$ cat config.mk
export PLATFORM = sky130hd
export DESIGN_NAME = fieldbus_address_startup_ctrl
export DESIGN_NICKNAME = d
export VERILOG_FILES = /design/src/shared/fbs_pkg.sv /design/src/shared/drive_link_if.sv /design/src/rtl/drive_uart.sv /design/src/rtl/fieldbus_address_startup_ctrl.sv
export SDC_FILE = /design/constraint.sdc
export NUM_CORES = 1
export LEC_CHECK = 0
export BUFFER_PORTS_ARGS = -buffer_cell sky130_fd_sc_hd__buf_2
export CAP_MARGIN = 10
export CORE_UTILIZATION = 52
export CTS_CLUSTER_DIAMETER = 30
export DETAILED_ROUTE_END_ITERATION = 6
export PLACE_DENSITY = 0.86
export SLEW_MARGIN = 30
export SYNTH_ARGS = -nofsm -noshare
export SYNTH_HDL_FRONTEND = slang
export SYNTH_SLANG_ARGS = --single-unit
export TNS_END_PERCENT = 50
$ cat constraint.sdc
create_clock -name core_clk -period 2.3 [get_ports core_clk]
set_input_delay 0.23 -clock core_clk [delete_from_list [all_inputs] [get_ports core_clk]]
set_output_delay 0.23 -clock core_clk [all_outputs]
set_load 0.1 [all_outputs]
$ cat src/shared/fbs_pkg.sv
package fbs_pkg;

   // Core clock rate
   localparam int unsigned CLK_HZ          = 125_000_000;
   localparam int unsigned CLK_MHZ         = 125;
   // Drive link serial rate in bit/s
   localparam int unsigned DRIVE_BAUD      = 9600;
   // Cycles per serial bit, rounded down
   localparam int unsigned BIT_CYCLES      = CLK_HZ / DRIVE_BAUD;
   // Power-up initialisation and self-check time in microseconds
   localparam int unsigned INIT_TIME_US    = 1000;
   localparam int unsigned INIT_CYCLES     = INIT_TIME_US * CLK_MHZ;
   // Counter widths sized for the default counts
   localparam int unsigned BIT_CNT_W       = 14;
   localparam int unsigned INIT_CNT_W      = 17;

   // Register byte offsets
   localparam logic [7:0] ADR_STATUS       = 8'h00;
   localparam logic [7:0] ADR_CONTROL      = 8'h04;
   localparam logic [7:0] ADR_TXDATA       = 8'h08;
   localparam logic [7:0] ADR_RXDATA       = 8'h0c;

   // Status field positions
   localparam int unsigned ST_VALID_BIT    = 0;
   localparam int unsigned ST_TEST_BIT     = 1;
   localparam int unsigned ST_INITDONE_BIT = 2;
   localparam int unsigned ST_LINK_BIT     = 3;
   localparam int unsigned ST_FBON_BIT     = 4;
   localparam int unsigned ST_TXBUSY_BIT   = 5;
   localparam int unsigned ST_ADDR_LSB     = 8;
   localparam int unsigned ST_RATE_LSB     = 16;
   // Receive data field positions
   localparam int unsigned RX_DATA_LSB     = 0;
   localparam int unsigned RX_FULL_BIT     = 8;
   localparam int unsigned RX_ERR_BIT      = 9;
   // Control field position
   localparam int unsigned CTL_RATE_LSB    = 0;

   // Fieldbus rate codes, 9.6 kbaud up to 12 Mbaud
   localparam logic [3:0] FB_RATE_RST      = 4'h0;
   localparam logic [3:0] FB_RATE_MAX      = 4'h9;

   // Node address classes
   localparam logic [7:0] ADDR_MIN         = 8'h01;
   localparam logic [7:0] ADDR_MAX         = 8'h7d;
   localparam logic [7:0] ADDR_TEST        = 8'hff;

   // Indicator colour codes, bit 0 green, bit 1 red
   localparam logic [1:0] IND_OFF          = 2'h0;
   localparam logic [1:0] IND_GREEN        = 2'h1;
   localparam logic [1:0] IND_RED          = 2'h2;
   localparam logic [1:0] IND_ORANGE       = 2'h3;

   // Start-up sequencer states
   typedef enum logic [3:0] {
      ST_INIT    = 4'b0001,
      ST_TEST    = 4'b0010,
      ST_RUN     = 4'b0100,
      ST_OFFLINE = 4'b1000
   } mode_e;

endpackage

$ cat src/shared/drive_link_if.sv
`timescale 1ns/100ps
interface drive_link_if;
   logic [7:0] tx_data;   // Byte to send
   logic       tx_start;  // One-cycle send request
   logic       tx_busy;   // Frame in progress
   logic [7:0] rx_data;   // Last received byte
   logic       rx_strobe; // One-cycle receive pulse
   logic       rx_error;  // Stop bit fault with strobe

   modport ctrl (output tx_data, tx_start, input tx_busy, rx_data, rx_strobe, rx_error);
   modport uart (input tx_data, tx_start, output tx_busy, rx_data, rx_strobe, rx_error);
endinterface

$ cat src/rtl/drive_uart.sv
`timescale 1ns/100ps
module drive_uart #(
   parameter int unsigned BIT_CYCLES = fbs_pkg::BIT_CYCLES
) (
   input  wire logic   core_clk,
   input  wire logic   resetn,
   drive_link_if.uart  link,
   input  wire logic   drive_rx,
   output logic        drive_tx
);

   typedef struct packed {
      logic                           rx_m;     // Sync stage one
      logic                           rx_s;     // Sync stage two
      logic                           rx_busy;  // Receiving a frame
      logic [fbs_pkg::BIT_CNT_W-1:0]  rx_timer; // Bit timer
      logic [3:0]                     rx_idx;   // Sample index
      logic [9:0]                     rx_shift; // Data plus stops
      logic [7:0]                     rx_data;  // Captured byte
      logic                           rx_strobe;
      logic                           rx_error;
      logic                           tx_busy;
      logic [fbs_pkg::BIT_CNT_W-1:0]  tx_timer;
      logic [3:0]                     tx_left;  // Bits still to send
      logic [9:0]                     tx_shift;
      logic                           tx_line;
   } uart_state_s;

   uart_state_s r;
   uart_state_s n;

   localparam logic [fbs_pkg::BIT_CNT_W-1:0] BIT_LAST = fbs_pkg::BIT_CNT_W'(BIT_CYCLES - 1);
   localparam logic [fbs_pkg::BIT_CNT_W-1:0] HALF_BIT = fbs_pkg::BIT_CNT_W'(BIT_CYCLES / 2);

   // Next-state logic for both directions
   always_comb begin
      n = r;
      n.rx_m = drive_rx;
      n.rx_s = r.rx_m;
      n.rx_strobe = 1'b0;
      if (!r.rx_busy) begin
         // Start edge seen on synchronised line
         if (!r.rx_s) begin
            n.rx_busy = 1'b1;
            n.rx_timer = HALF_BIT;
            n.rx_idx = 4'h0;
         end
      end else if (r.rx_timer != '0) begin
         n.rx_timer = r.rx_timer - 1'b1;
      end else begin
         n.rx_timer = BIT_LAST;
         if (r.rx_idx == 4'h0) begin
            // Glitch rather than start bit
            if (r.rx_s) begin
               n.rx_busy = 1'b0;
            end
         end else begin
            n.rx_shift = {r.rx_s, r.rx_shift[9:1]};
         end
         n.rx_idx = r.rx_idx + 1'b1;
         if (r.rx_idx == 4'ha) begin
            n.rx_busy = 1'b0;
            n.rx_strobe = 1'b1;
            n.rx_data = n.rx_shift[7:0];
            n.rx_error = ~&n.rx_shift[9:8];
         end
      end
      if (!r.tx_busy) begin
         n.tx_line = 1'b1;
         if (link.tx_start) begin
            n.tx_busy = 1'b1;
            n.tx_line = 1'b0;
            n.tx_shift = {2'b11, link.tx_data};
            n.tx_left = 4'ha;
            n.tx_timer = BIT_LAST;
         end
      end else if (r.tx_timer != '0) begin
         n.tx_timer = r.tx_timer - 1'b1;
      end else if (r.tx_left == 4'h0) begin
         // Last stop bit served
         n.tx_busy = 1'b0;
         n.tx_line = 1'b1;
      end else begin
         n.tx_line = r.tx_shift[0];
         n.tx_shift = {1'b1, r.tx_shift[9:1]};
         n.tx_left = r.tx_left - 1'b1;
         n.tx_timer = BIT_LAST;
      end
   end

   // State register, idle line high
   always_ff @(posedge core_clk or negedge resetn) begin
      if (!resetn) begin
         r <= '0;
         r.rx_m <= 1'b1;
         r.rx_s <= 1'b1;
         r.tx_line <= 1'b1;
      end else begin
         r <= n;
      end
   end

   assign link.tx_busy   = r.tx_busy;
   assign link.rx_data   = r.rx_data;
   assign link.rx_strobe = r.rx_strobe;
   assign link.rx_error  = r.rx_error;
   assign drive_tx       = r.tx_line;

   tx_stop_high_a: assert property (@(posedge core_clk) disable iff (!resetn)
      (r.tx_busy && r.tx_left <= 4'h1) |-> r.tx_line)
      else $error("Stop bit not driven high");

   bit_timer_bound_a: assert property (@(posedge core_clk) disable iff (!resetn)
      $fell(r.tx_busy) |-> $past(r.tx_timer) == '0 && $past(r.tx_left) == 4'h0)
      else $error("Frame ended before last bit period");

endmodule

$ cat src/rtl/fieldbus_address_startup_ctrl.sv
// Function
// - Address is high nibble over low nibble
// - Only the switches set the address
// - 1..0x7D valid, 0 and 0x7E..0xFE invalid
// - Both switches F enter self-test
// - Self-test holds both indicators orange
// - Switches sampled once after power-up
// - Drive link frames 8 data, none, 2 stop
// - Drive link runs at 9600 bit/s
// - Both indicators orange during initialisation
// - Drive indicator green once link up
// - Each indicator shows its own link
// - Fieldbus rate 9.6 kbaud to 12 Mbaud
//
// Added by the designer: the register addresses and the Wishbone register port.
`timescale 1ns/100ps
module fieldbus_address_startup_ctrl #(
   parameter int unsigned BIT_CYCLES  = fbs_pkg::BIT_CYCLES,
   parameter int unsigned INIT_CYCLES = fbs_pkg::INIT_CYCLES
) (
   input  wire logic        core_clk,
   input  wire logic        resetn,
   input  wire logic [3:0]  address_switch_high,
   input  wire logic [3:0]  address_switch_low,
   input  wire logic        fieldbus_online,
   input  wire logic        drive_rx,
   output logic             drive_tx,
   output logic [1:0]       drive_link_indicator,
   output logic [1:0]       fieldbus_indicator,
   output logic [7:0]       node_address,
   output logic             fieldbus_enable,
   output logic [3:0]       fieldbus_rate,
   input  wire logic        wb_cyc_i,
   input  wire logic        wb_stb_i,
   input  wire logic        wb_we_i,
   input  wire logic [7:0]  wb_adr_i,
   input  wire logic [3:0]  wb_sel_i,
   input  wire logic [31:0] wb_dat_i,
   output logic [31:0]      wb_dat_o,
   output logic             wb_ack_o
);

   // Whole controller state in one word
   typedef struct packed {
      logic [3:0]                      sw_hi_m;   // Switch sync stage one
      logic [3:0]                      sw_hi_s;   // Switch sync stage two
      logic [3:0]                      sw_lo_m;
      logic [3:0]                      sw_lo_s;
      logic                            fb_on_m;   // Fieldbus status sync
      logic                            fb_on_s;
      fbs_pkg::mode_e                  mode;      // Start-up sequencer
      logic [fbs_pkg::INIT_CNT_W-1:0]  init_cnt;  // Initialisation timer
      logic [7:0]                      node_addr; // Latched node address
      logic                            link_up;   // Drive answered once
      logic [1:0]                      drive_ind;
      logic [1:0]                      fb_ind;
      logic                            fb_enable;
      logic [3:0]                      fb_rate;
      logic [7:0]                      tx_data;
      logic                            tx_start;
      logic [7:0]                      rx_byte;
      logic                            rx_full;
      logic                            rx_err;
      logic                            ack;
      logic [31:0]                     dat;
   } ctrl_state_s;

   ctrl_state_s r;
   ctrl_state_s n;

   // Last count of the initialisation timer
   localparam logic [fbs_pkg::INIT_CNT_W-1:0] INIT_LAST = fbs_pkg::INIT_CNT_W'(INIT_CYCLES - 1);

   drive_link_if link ();  // Carrier to the serial engine

   // Serial engine toward the drive
   // Fixed drive rate
   drive_uart #(
      .BIT_CYCLES (BIT_CYCLES)
   ) u_uart (
      .core_clk (core_clk),
      .resetn   (resetn),
      .link     (link.uart),
      .drive_rx (drive_rx),
      .drive_tx (drive_tx)
   );

   assign link.tx_data  = r.tx_data;
   assign link.tx_start = r.tx_start;

   // Combined switch value as seen now
   logic [7:0] sw_value;
   // Request accepted this cycle
   logic       wb_req;
   // Read word for the current address
   logic [31:0] rd_word;

   assign sw_value = {r.sw_hi_s, r.sw_lo_s};
   assign wb_req   = wb_cyc_i && wb_stb_i && !r.ack;

   // Read multiplexer, unmapped reads as zero
   always_comb begin
      rd_word = 32'h0;
      case (wb_adr_i[7:2])
         fbs_pkg::ADR_STATUS[7:2]: begin
            rd_word[fbs_pkg::ST_VALID_BIT]    = (r.mode == fbs_pkg::ST_RUN);
            rd_word[fbs_pkg::ST_TEST_BIT]     = (r.mode == fbs_pkg::ST_TEST);
            rd_word[fbs_pkg::ST_INITDONE_BIT] = (r.mode != fbs_pkg::ST_INIT);
            rd_word[fbs_pkg::ST_LINK_BIT]     = r.link_up;
            rd_word[fbs_pkg::ST_FBON_BIT]     = r.fb_on_s;
            rd_word[fbs_pkg::ST_TXBUSY_BIT]   = link.tx_busy;
            rd_word[fbs_pkg::ST_ADDR_LSB +: 8] = r.node_addr;
            rd_word[fbs_pkg::ST_RATE_LSB +: 4] = r.fb_rate;
         end
         fbs_pkg::ADR_CONTROL[7:2]: begin
            rd_word[fbs_pkg::CTL_RATE_LSB +: 4] = r.fb_rate;
         end
         fbs_pkg::ADR_RXDATA[7:2]: begin
            rd_word[fbs_pkg::RX_DATA_LSB +: 8] = r.rx_byte;
            rd_word[fbs_pkg::RX_FULL_BIT]      = r.rx_full;
            rd_word[fbs_pkg::RX_ERR_BIT]       = r.rx_err;
         end
         default: begin
            rd_word = 32'h0;
         end
      endcase
   end

   // Next-state logic: sync, sequencer, indicators, bus slave
   always_comb begin
      n = r;
      // Two-stage synchronisers for pins
      n.sw_hi_m = address_switch_high;
      n.sw_hi_s = r.sw_hi_m;
      n.sw_lo_m = address_switch_low;
      n.sw_lo_s = r.sw_lo_m;
      n.fb_on_m = fieldbus_online;
      n.fb_on_s = r.fb_on_m;
      n.tx_start = 1'b0;
      n.ack = 1'b0;

      // Start-up sequencer
      case (r.mode)
         fbs_pkg::ST_INIT: begin
            // Counting through the self-check window
            if (r.init_cnt >= INIT_LAST) begin
               n.node_addr = sw_value;
               if (sw_value == fbs_pkg::ADDR_TEST) begin
                  n.mode = fbs_pkg::ST_TEST;
               end else if (sw_value >= fbs_pkg::ADDR_MIN && sw_value <= fbs_pkg::ADDR_MAX) begin
                  n.mode = fbs_pkg::ST_RUN;
                  n.fb_enable = 1'b1;
               end else begin
                  n.mode = fbs_pkg::ST_OFFLINE;
               end
            end else begin
               n.init_cnt = r.init_cnt + 1'b1;
            end
         end
         fbs_pkg::ST_TEST: begin
            // Terminal until power cycle
            n.mode = fbs_pkg::ST_TEST;
         end
         fbs_pkg::ST_RUN: begin
            // Address stays latched while running
            n.mode = fbs_pkg::ST_RUN;
         end
         fbs_pkg::ST_OFFLINE: begin
            // No way out but a power cycle
            n.mode = fbs_pkg::ST_OFFLINE;
            n.fb_enable = 1'b0;
         end
         default: begin
            // Illegal code, restart the sequence
            n.mode = fbs_pkg::ST_INIT;
            n.init_cnt = '0;
            n.fb_enable = 1'b0;
         end
      endcase

      // Drive link counts as up after one clean byte
      if (n.mode != fbs_pkg::ST_INIT && n.mode != fbs_pkg::ST_TEST) begin
         if (link.rx_strobe && !link.rx_error) begin
            n.link_up = 1'b1;
         end
      end

      // Indicator colours follow the next state
      case (n.mode)
         fbs_pkg::ST_INIT: begin
            n.drive_ind = fbs_pkg::IND_ORANGE;
            n.fb_ind = fbs_pkg::IND_ORANGE;
         end
         fbs_pkg::ST_TEST: begin
            n.drive_ind = fbs_pkg::IND_ORANGE;
            n.fb_ind = fbs_pkg::IND_ORANGE;
         end
         fbs_pkg::ST_RUN: begin
            n.drive_ind = n.link_up ? fbs_pkg::IND_GREEN : fbs_pkg::IND_RED;
            n.fb_ind = r.fb_on_s ? fbs_pkg::IND_GREEN : fbs_pkg::IND_RED;
         end
         default: begin
            // Offline: drive side still reported
            n.drive_ind = n.link_up ? fbs_pkg::IND_GREEN : fbs_pkg::IND_RED;
            n.fb_ind = fbs_pkg::IND_RED;
         end
      endcase

      // Wishbone slave, ack one cycle after request
      if (wb_req) begin
         n.ack = 1'b1;
         n.dat = wb_we_i ? 32'h0 : rd_word;
         if (wb_we_i && wb_sel_i[0]) begin
            case (wb_adr_i[7:2])
               fbs_pkg::ADR_CONTROL[7:2]: begin
                  if (wb_dat_i[fbs_pkg::CTL_RATE_LSB +: 4] <= fbs_pkg::FB_RATE_MAX) begin
                     n.fb_rate = wb_dat_i[fbs_pkg::CTL_RATE_LSB +: 4];
                  end
               end
               fbs_pkg::ADR_TXDATA[7:2]: begin
                  // Dropped while a frame is in flight
                  if (!link.tx_busy && !r.tx_start) begin
                     n.tx_data = wb_dat_i[7:0];
                     n.tx_start = 1'b1;
                  end
               end
               default: begin
                  n.node_addr = r.node_addr;
               end
            endcase
         end else if (!wb_we_i && wb_adr_i[7:2] == fbs_pkg::ADR_RXDATA[7:2]) begin
            // Reading the byte frees the holding slot
            n.rx_full = 1'b0;
         end
      end

      // New byte after the clear so the set wins
      if (link.rx_strobe) begin
         n.rx_byte = link.rx_data;
         n.rx_err = link.rx_error;
         n.rx_full = 1'b1;
      end
   end

   // State register, starts in initialisation
   always_ff @(posedge core_clk or negedge resetn) begin
      if (!resetn) begin
         r <= '0;
         r.mode <= fbs_pkg::ST_INIT;
         r.drive_ind <= fbs_pkg::IND_ORANGE;
         r.fb_ind <= fbs_pkg::IND_ORANGE;
         r.fb_rate <= fbs_pkg::FB_RATE_RST;
      end else begin
         r <= n;
      end
   end

   assign drive_link_indicator = r.drive_ind;
   assign fieldbus_indicator   = r.fb_ind;
   assign node_address         = r.node_addr;
   assign fieldbus_enable      = r.fb_enable;
   assign fieldbus_rate        = r.fb_rate;
   assign wb_dat_o             = r.dat;
   assign wb_ack_o             = r.ack;

   addr_valid_range_a: assert property (@(posedge core_clk) disable iff (!resetn)
      (r.mode == fbs_pkg::ST_RUN) |-> (r.node_addr >= 8'h01 && r.node_addr <= 8'h7d && r.fb_enable))
      else $error("Running with address outside valid range");

   test_entry_a: assert property (@(posedge core_clk) disable iff (!resetn)
      (r.mode != fbs_pkg::ST_INIT) |-> ((r.mode == fbs_pkg::ST_TEST) == (r.node_addr == 8'hff)))
      else $error("Self-test state does not match address FF");

   test_orange_a: assert property (@(posedge core_clk) disable iff (!resetn)
      (r.mode == fbs_pkg::ST_TEST) |-> (drive_link_indicator == 2'h3 && fieldbus_indicator == 2'h3
                                         && !fieldbus_enable))
      else $error("Self-test indicators not orange");

   addr_frozen_a: assert property (@(posedge core_clk) disable iff (!resetn)
      (r.mode != fbs_pkg::ST_INIT) |=> ($stable(node_address) && r.mode != fbs_pkg::ST_INIT))
      else $error("Node address changed after power-up sample");

   addr_no_write_a: assert property (@(posedge core_clk) disable iff (!resetn)
      (wb_req && wb_we_i && r.mode != fbs_pkg::ST_INIT) |=> $stable(node_address))
      else $error("Bus write altered node address");

   init_orange_a: assert property (@(posedge core_clk) disable iff (!resetn)
      (r.mode == fbs_pkg::ST_INIT) |-> (drive_link_indicator == 2'h3 && fieldbus_indicator == 2'h3))
      else $error("Indicators not orange during initialisation");

   link_green_a: assert property (@(posedge core_clk) disable iff (!resetn)
      (r.mode == fbs_pkg::ST_RUN && link.rx_strobe && !link.rx_error) |=> (drive_link_indicator == 2'h1))
      else $error("Drive indicator not green after link up");

   fb_follow_a: assert property (@(posedge core_clk) disable iff (!resetn)
      (r.mode == fbs_pkg::ST_RUN && $past(r.mode) == fbs_pkg::ST_RUN)
         |-> (fieldbus_indicator == ($past(r.fb_on_s) ? 2'h1 : 2'h2)))
      else $error("Fieldbus indicator does not follow status");

   rate_range_a: assert property (@(posedge core_clk) disable iff (!resetn)
      fieldbus_rate <= 4'h9)
      else $error("Unsupported fieldbus rate code");

   offline_hold_a: assert property (@(posedge core_clk) disable iff (!resetn)
      (r.mode == fbs_pkg::ST_OFFLINE) |-> (!fieldbus_enable && fieldbus_indicator == 2'h2) [*2])
      else $error("Offline node enabled on fieldbus");

   // Bus ack lasts one cycle
   bus_ack_once_a: assert property (@(posedge core_clk) disable iff (!resetn)
      wb_ack_o |=> !wb_ack_o)
      else $error("Ack held longer than one cycle");

endmodule

# Word level (Yosys, flattened, before mapping)
# Cells that the tools add are included.
[op_classes]
addsub = 5
n_lt_le_gt_ge = 4
n_eq_ne = 26
n_mux = 56
bitwise_logic = 3
n_reduce_logical = 37
[ops]
columns = ["operator", "count"]
rows = [
  ["$mux 30", 2],
  ["$mux 10", 5],
  ["$mux 8", 5],
  ["$mux 19", 2],
  ["$pmux 17 s2", 1],
  ["$mux 33", 1],
  ["$mux 14", 2],
  ["$mux 28", 1],
  ["$reduce_bool 14->1", 2],
  ["$sub 14x1->14 const B", 2],
  ["$mux 24", 1],
  ["$mux 20", 1],
  ["$mux 1", 19],
  ["$add 17x1->17 const B", 1],
  ["$ge 17x17->1 const B", 1],
  ["$mux 17", 1],
  ["$ne 2x2->1 const B", 8],
  ["$pmux 4 s4", 1],
  ["$mux 15", 1],
  ["$eq 6x2->1 const B", 2],
  ["$mux 4", 3],
  ["$pmux 4 s3", 1],
  ["$reduce_and 4->1", 3],
  ["$mux 2", 5],
  ["28 further kinds", 60],
]
[totals]
register_bits = 180

# Depth between registers and ports, before layout
[logic_depth]
depth_word = 11
mapped_depth = 9
depth_no_buf = 8

# By module
# A second synthesis with hierarchy kept.
[hier_totals]
cells_unflattened = 740
hier_area_um2 = 8151.6
[by_module_without_submodules]
columns = ["module", "n_inst", "cells_per_inst", "area_per_inst_um2", "seq_area_each_um2"]
rows = [
  ["fieldbus_address_startup_ctrl", 1, 380, 4453.0, 2433.6],
  ["drive_uart", 1, 360, 3698.5, 1780.5],
]

# Least setup slack after synthesis
# OpenSTA, ideal clock, no wires.
[synth_path]
path_kind = "flip-flop to flip-flop"
from = "register u_uart.r[15] in the netlist's numbering"
to = "register u_uart.r[13] in the netlist's numbering"
setup_ps = 78
arrival_ps = 2470
required_ps = 2222
setup_slack_ps = -248
stages_incl_launch_ff = 9
synth_period_minus_slack_ps = 2548
path_cell_list = "dfrtp_1 -> inv_1 -> ha_1 -> or3b_1 -> or4_1 -> buf_2 -> o31a_1 -> or4_1 -> a21oi_1"
[synth_via]
elab_chain_cells = 3
[synth_lines]
columns = ["item", "line", "text"]
rows = [
  ["start, declared", "drive_uart.sv:29", "uart_state_s r;"],
  ["start signal, assigned", "drive_uart.sv:99", "r <= n;"],
  ["$reduce_bool 14->1", "drive_uart.sv:77", "end else if (r.tx_timer != '0) begin"],
  ["$ne 2x2->1 (no line)", "-", ""],
  ["$reduce_and 3->1 (no line)", "-", ""],
]
# Every way passes these cells.
# A chain may end at the register's enable or synchronous reset.

# Final worst setup path
# Same ends and word-level chain as after synthesis.

==> metrics.md <==
| Metric | Value |
|---|---|
| Fill cells | 1106 |
| Number of global-route vias before repair | 5599 |
| Via-to-Cell Ratio | 5.81 |
| Async set-or-reset flop fraction in the synthesized netlist | 1.00 |
| PwrDens | 847 mW/mm2 |
| Worst R2R Setup Slack | -0.14 ns |
| Port-buffer cells | 68 |
| Crit path DAT | about 2.8 ns |
| Worst R2R Path Depth | 7 |
| Max-cap viol count | 0 |
| Synth-to-Final Area Change | 17.9% |
| IO Count | between 100 and 150 |
| Initial antenna violation count | 0 |
| RSZ-0062 raised after global routing | yes |
| Synth Cell Area | ~0.008 mm2 |
| Clock period minus worst slack | 2.44 ns |
| Root buffer cell | clkbuf_16 |
| Clk_lat worst skew | around 0.43 ns |
| CTS tree | yes |
| Inserted Clock Buffers | 17 |
| Worst hold path startpoint | wb_dat_i[5] |
| Core area | 0.0146 mm2 |
| Final Slew Violations | 0 |
| Die Ht | 124 um |
| Clock sink total | about 170 |
| Detailed Route Iter0 Violations | between 400 and 500 |
| Placed cell area | 0.00830 mm2 |
| Vias | 5775 |
| Worst-Margin Slew | 0.738 ns |
| Final worst setup slack | -0.140 ns |
| CP endpoint | u_uart.r[13] |
| First-pass GRT wire length | 27600 um |
| Row Count | 44 |
| Yosys warns | 0 |
| Clk slew on worst S/H paths | about 0.07 ns |
| Worst-path fanout max | 4 |
| Worst Setup Start Kind | flop |
| Largest net degree at the start of global routing | 60 |
| Met1 GRT Util | 0.278 |
| Yosys cell types | 65 |
| Syn Inst Count | 721 |
| Tot GR Track Use | 0.223 |
| Clock skew | between 0.01 and 0.015 ns |
| Final Cycle Share | 1.06 |
| Hold depth | 2 |
| Endpoint class of the critical path | flop |
| Gpl congestion | 0.850 |
| Run status | finished, violations left |
| Slew HR | 0.508 |
| Final hold vios | 0 |
| Capture point of the worst reg-to-reg path | u_uart.r[13] |
| Seq/Total Area, Yosys | 0.540 |
| Mapped Avg Cell Area | 10.8 um2 |
| FF+latch count, synth | 168 |
| Post-synth top flop | dfrtp_1 |
| Max Clk Rate | a little over 400 MHz |
| Failing checks | negative setup slack |
| GR peak layer | met2 |
| ANT nets after route | 0 |
| Total grt overflow | 0 |
| Fin area | 0.00920 mm2 |
| Hold Slack | 0.0231 ns |
| DRC viols | 0 |
| Final #Nets | approximately 860 |
| Hold Path Class | in -> reg |
| Worst R2R Start | u_uart.r[15] |
| GR Util met2 | 0.376 |
| Die Width | between 100 and 150 um |
| Setup-failing EPs final | 18 |
| Lkg Pwr | 4.45 nW |
| GR Util met3 | 0.0503 |
| Htree depth | 4 |
| CTS Buffer Depth | 2 |
| DIE AREA | 0.0155 mm2 |
| Drt first pass iters | 5 |
| EDFF count, synth | 0 |
| Critical path class | reg -> reg |
| Initial core utilization | 0.535 |
| Post-DP HPWL | 11100 um |
| CP Data Required Time | 2.66 ns |
| VDD IR-drop max | slightly below 600 uV |
| Critical path origin | u_uart.r[15] |
| Share of post-route cells with drive strength above 1 | 0.273 |
| Routed wire per std cell | 16.9 um |
| # diodes | 0 |
| Routed wire length | 16800 um |
## per-stage QoR
| stage | util | TNS (ns) | total power, mW | worst slack [ns] | instances |
|---|---|---|---|---|---|
| 3_5_place_dp | 0.569 | -0.346 | 4.59 | -0.134 | 945 |
| 2_1_floorplan | - | -3.64 | 4.22 | -0.205 | 732 |
| 4_1_cts | 0.622 | -0.299 | 7.72 | -0.129 | 989 |
| 6_report | 0.631 | -0.854 | 7.79 | -0.140 | 994 |
| 3_3_place_gp | 0.569 | -0.129 | 4.55 | -0.0853 | 945 |
| 5_1_grt | 0.631 | -3.22 | 8.09 | -0.245 | 994 |
## sequential cells by signal (all words and copies together), names as in the netlist, 2 cells and up
register / count
drive_link_indicator: 2
fieldbus_indicator: 2
fieldbus_rate: 4
link.tx_data: 8
n: 9
node_address: 8
r: 41
u_uart.link.rx_data: 8
u_uart.r: 58
wb_dat_o: 20
## cells in the final DEF (no fill, tap or decap), types with 6 or more instances in the layout
cell type      Yosys  final
nor2b_1            7      7
conb_1             1     12
a31oi_1           15     14
or3_1             19     19
a21oi_1           35     31
a21o_1             6      6
buf_4             48     36
nand4_1           10     10
dfrtp_1          160    160
o31ai_1            7      7
buf_6              0      6
a22o_1            18     18
ha_1               8      7
o21ai_0           42     38
nand3_1           17     16
nor2_1            32     32
dlygate4sd3_1      0     11
clkbuf_16          0     17
mux2i_1           16     16
and3_1             6      6
dfstp_2            8      8
inv_1             26     25
mux2_2            38     38
a22oi_1           10     10
nand2_1           49     48
nor3_1            21     17
buf_2              3     69
## repair_timing
item	CTS	global route
hold endpoints to repair	63	0
cloned	0	2
hold buffers	11	0
resized for setup	5	22
setup endpoints to repair	9	35
setup buffers	1	3
pin swaps	1	4
## routing by layer
metal | share of wire | wire, um
met1 | 0.42 | 6960
met2 | 0.51 | 8560
met3 | 0.053 | 896
met4 | 0.021 | 346
met5 | 0 | 0
## cell families (layout without fill, tap and decap cells)
group,Yosys count,count (layout),share of synthesized area
fa+ha+maj,8,8,0.0128
other cells,1,12,0.000481
buf+inv,105,183,0.0741
flops,168,168,0.540
mux,54,54,0.0754
simple gates,202,202,0.136
xor+xnor,9,9,0.0101
compound gates,174,174,0.151
## critical path, stage by stage (launching register included)
cell	delay, ns
dfrtp_1	0.37
inv_1	0.06
ha_2	0.17
or3b_4	0.37
or4_4	0.46
o31a_1	0.32
or4_1	0.47
a21oi_1	0.14
## power breakdown
part | total (mW) | internal, mW | switching [mW]
Combinational | 1.25 | 0.506 | 0.748
Clock | 3.07 | 1.91 | 1.16
Sequential | 3.46 | 3.23 | 0.240
Total | 7.79 | 5.64 | 2.15
## how the worst min path moves through the flow
stage                 endpoint  slack, ns
2_1_floorplan  fieldbus_enable      -0.07
3_3_place_gp      u_uart.r[12]       0.24
3_5_place_dp      u_uart.r[11]       0.24
4_1_cts        link.tx_data[5]       0.02
5_1_grt        link.tx_data[7]       0.03
6_report       link.tx_data[5]       0.02
## synthesized netlist by cell type (6+ instances only)
master,instances,area share
dfrtp_1,160,0.51
nand2_1,49,0.024
buf_4,48,0.046
o21ai_0,42,0.027
mux2_2,38,0.055
a21oi_1,35,0.022
nor2_1,32,0.015
clkbuf_1,26,0.013
inv_1,26,0.013
nor3_1,21,0.013
or3_1,19,0.015
a22o_1,18,0.020
nand3_1,17,0.011
mux2i_1,16,0.021
a31oi_1,15,0.012
a22oi_1,10,0.0096
nand4_1,10,0.0080
dfstp_2,8,0.027
ha_1,8,0.013
or4_1,8,0.0077
nor2b_1,7,0.0056
o31ai_1,7,0.0067
a21o_1,6,0.0058
and3_1,6,0.0048
## final cells by class
| type | count | area, um2 | share of cell area |
|---|---|---|---|
| Sequential cell | 168 | 4210 | 0.458 |
| Timing Repair Buffer | 125 | 853 | 0.0928 |
| Inverter | 26 | 97.6 | 0.0106 |
| Multi-Input combinational cell | 459 | 3160 | 0.344 |
| Tap cell | 184 | 230 | 0.0250 |
| Clock buffer | 22 | 474 | 0.0516 |
| Clock inverter | 10 | 165 | 0.0180 |
No activity file was read; power rests on OpenSTA's default activity.
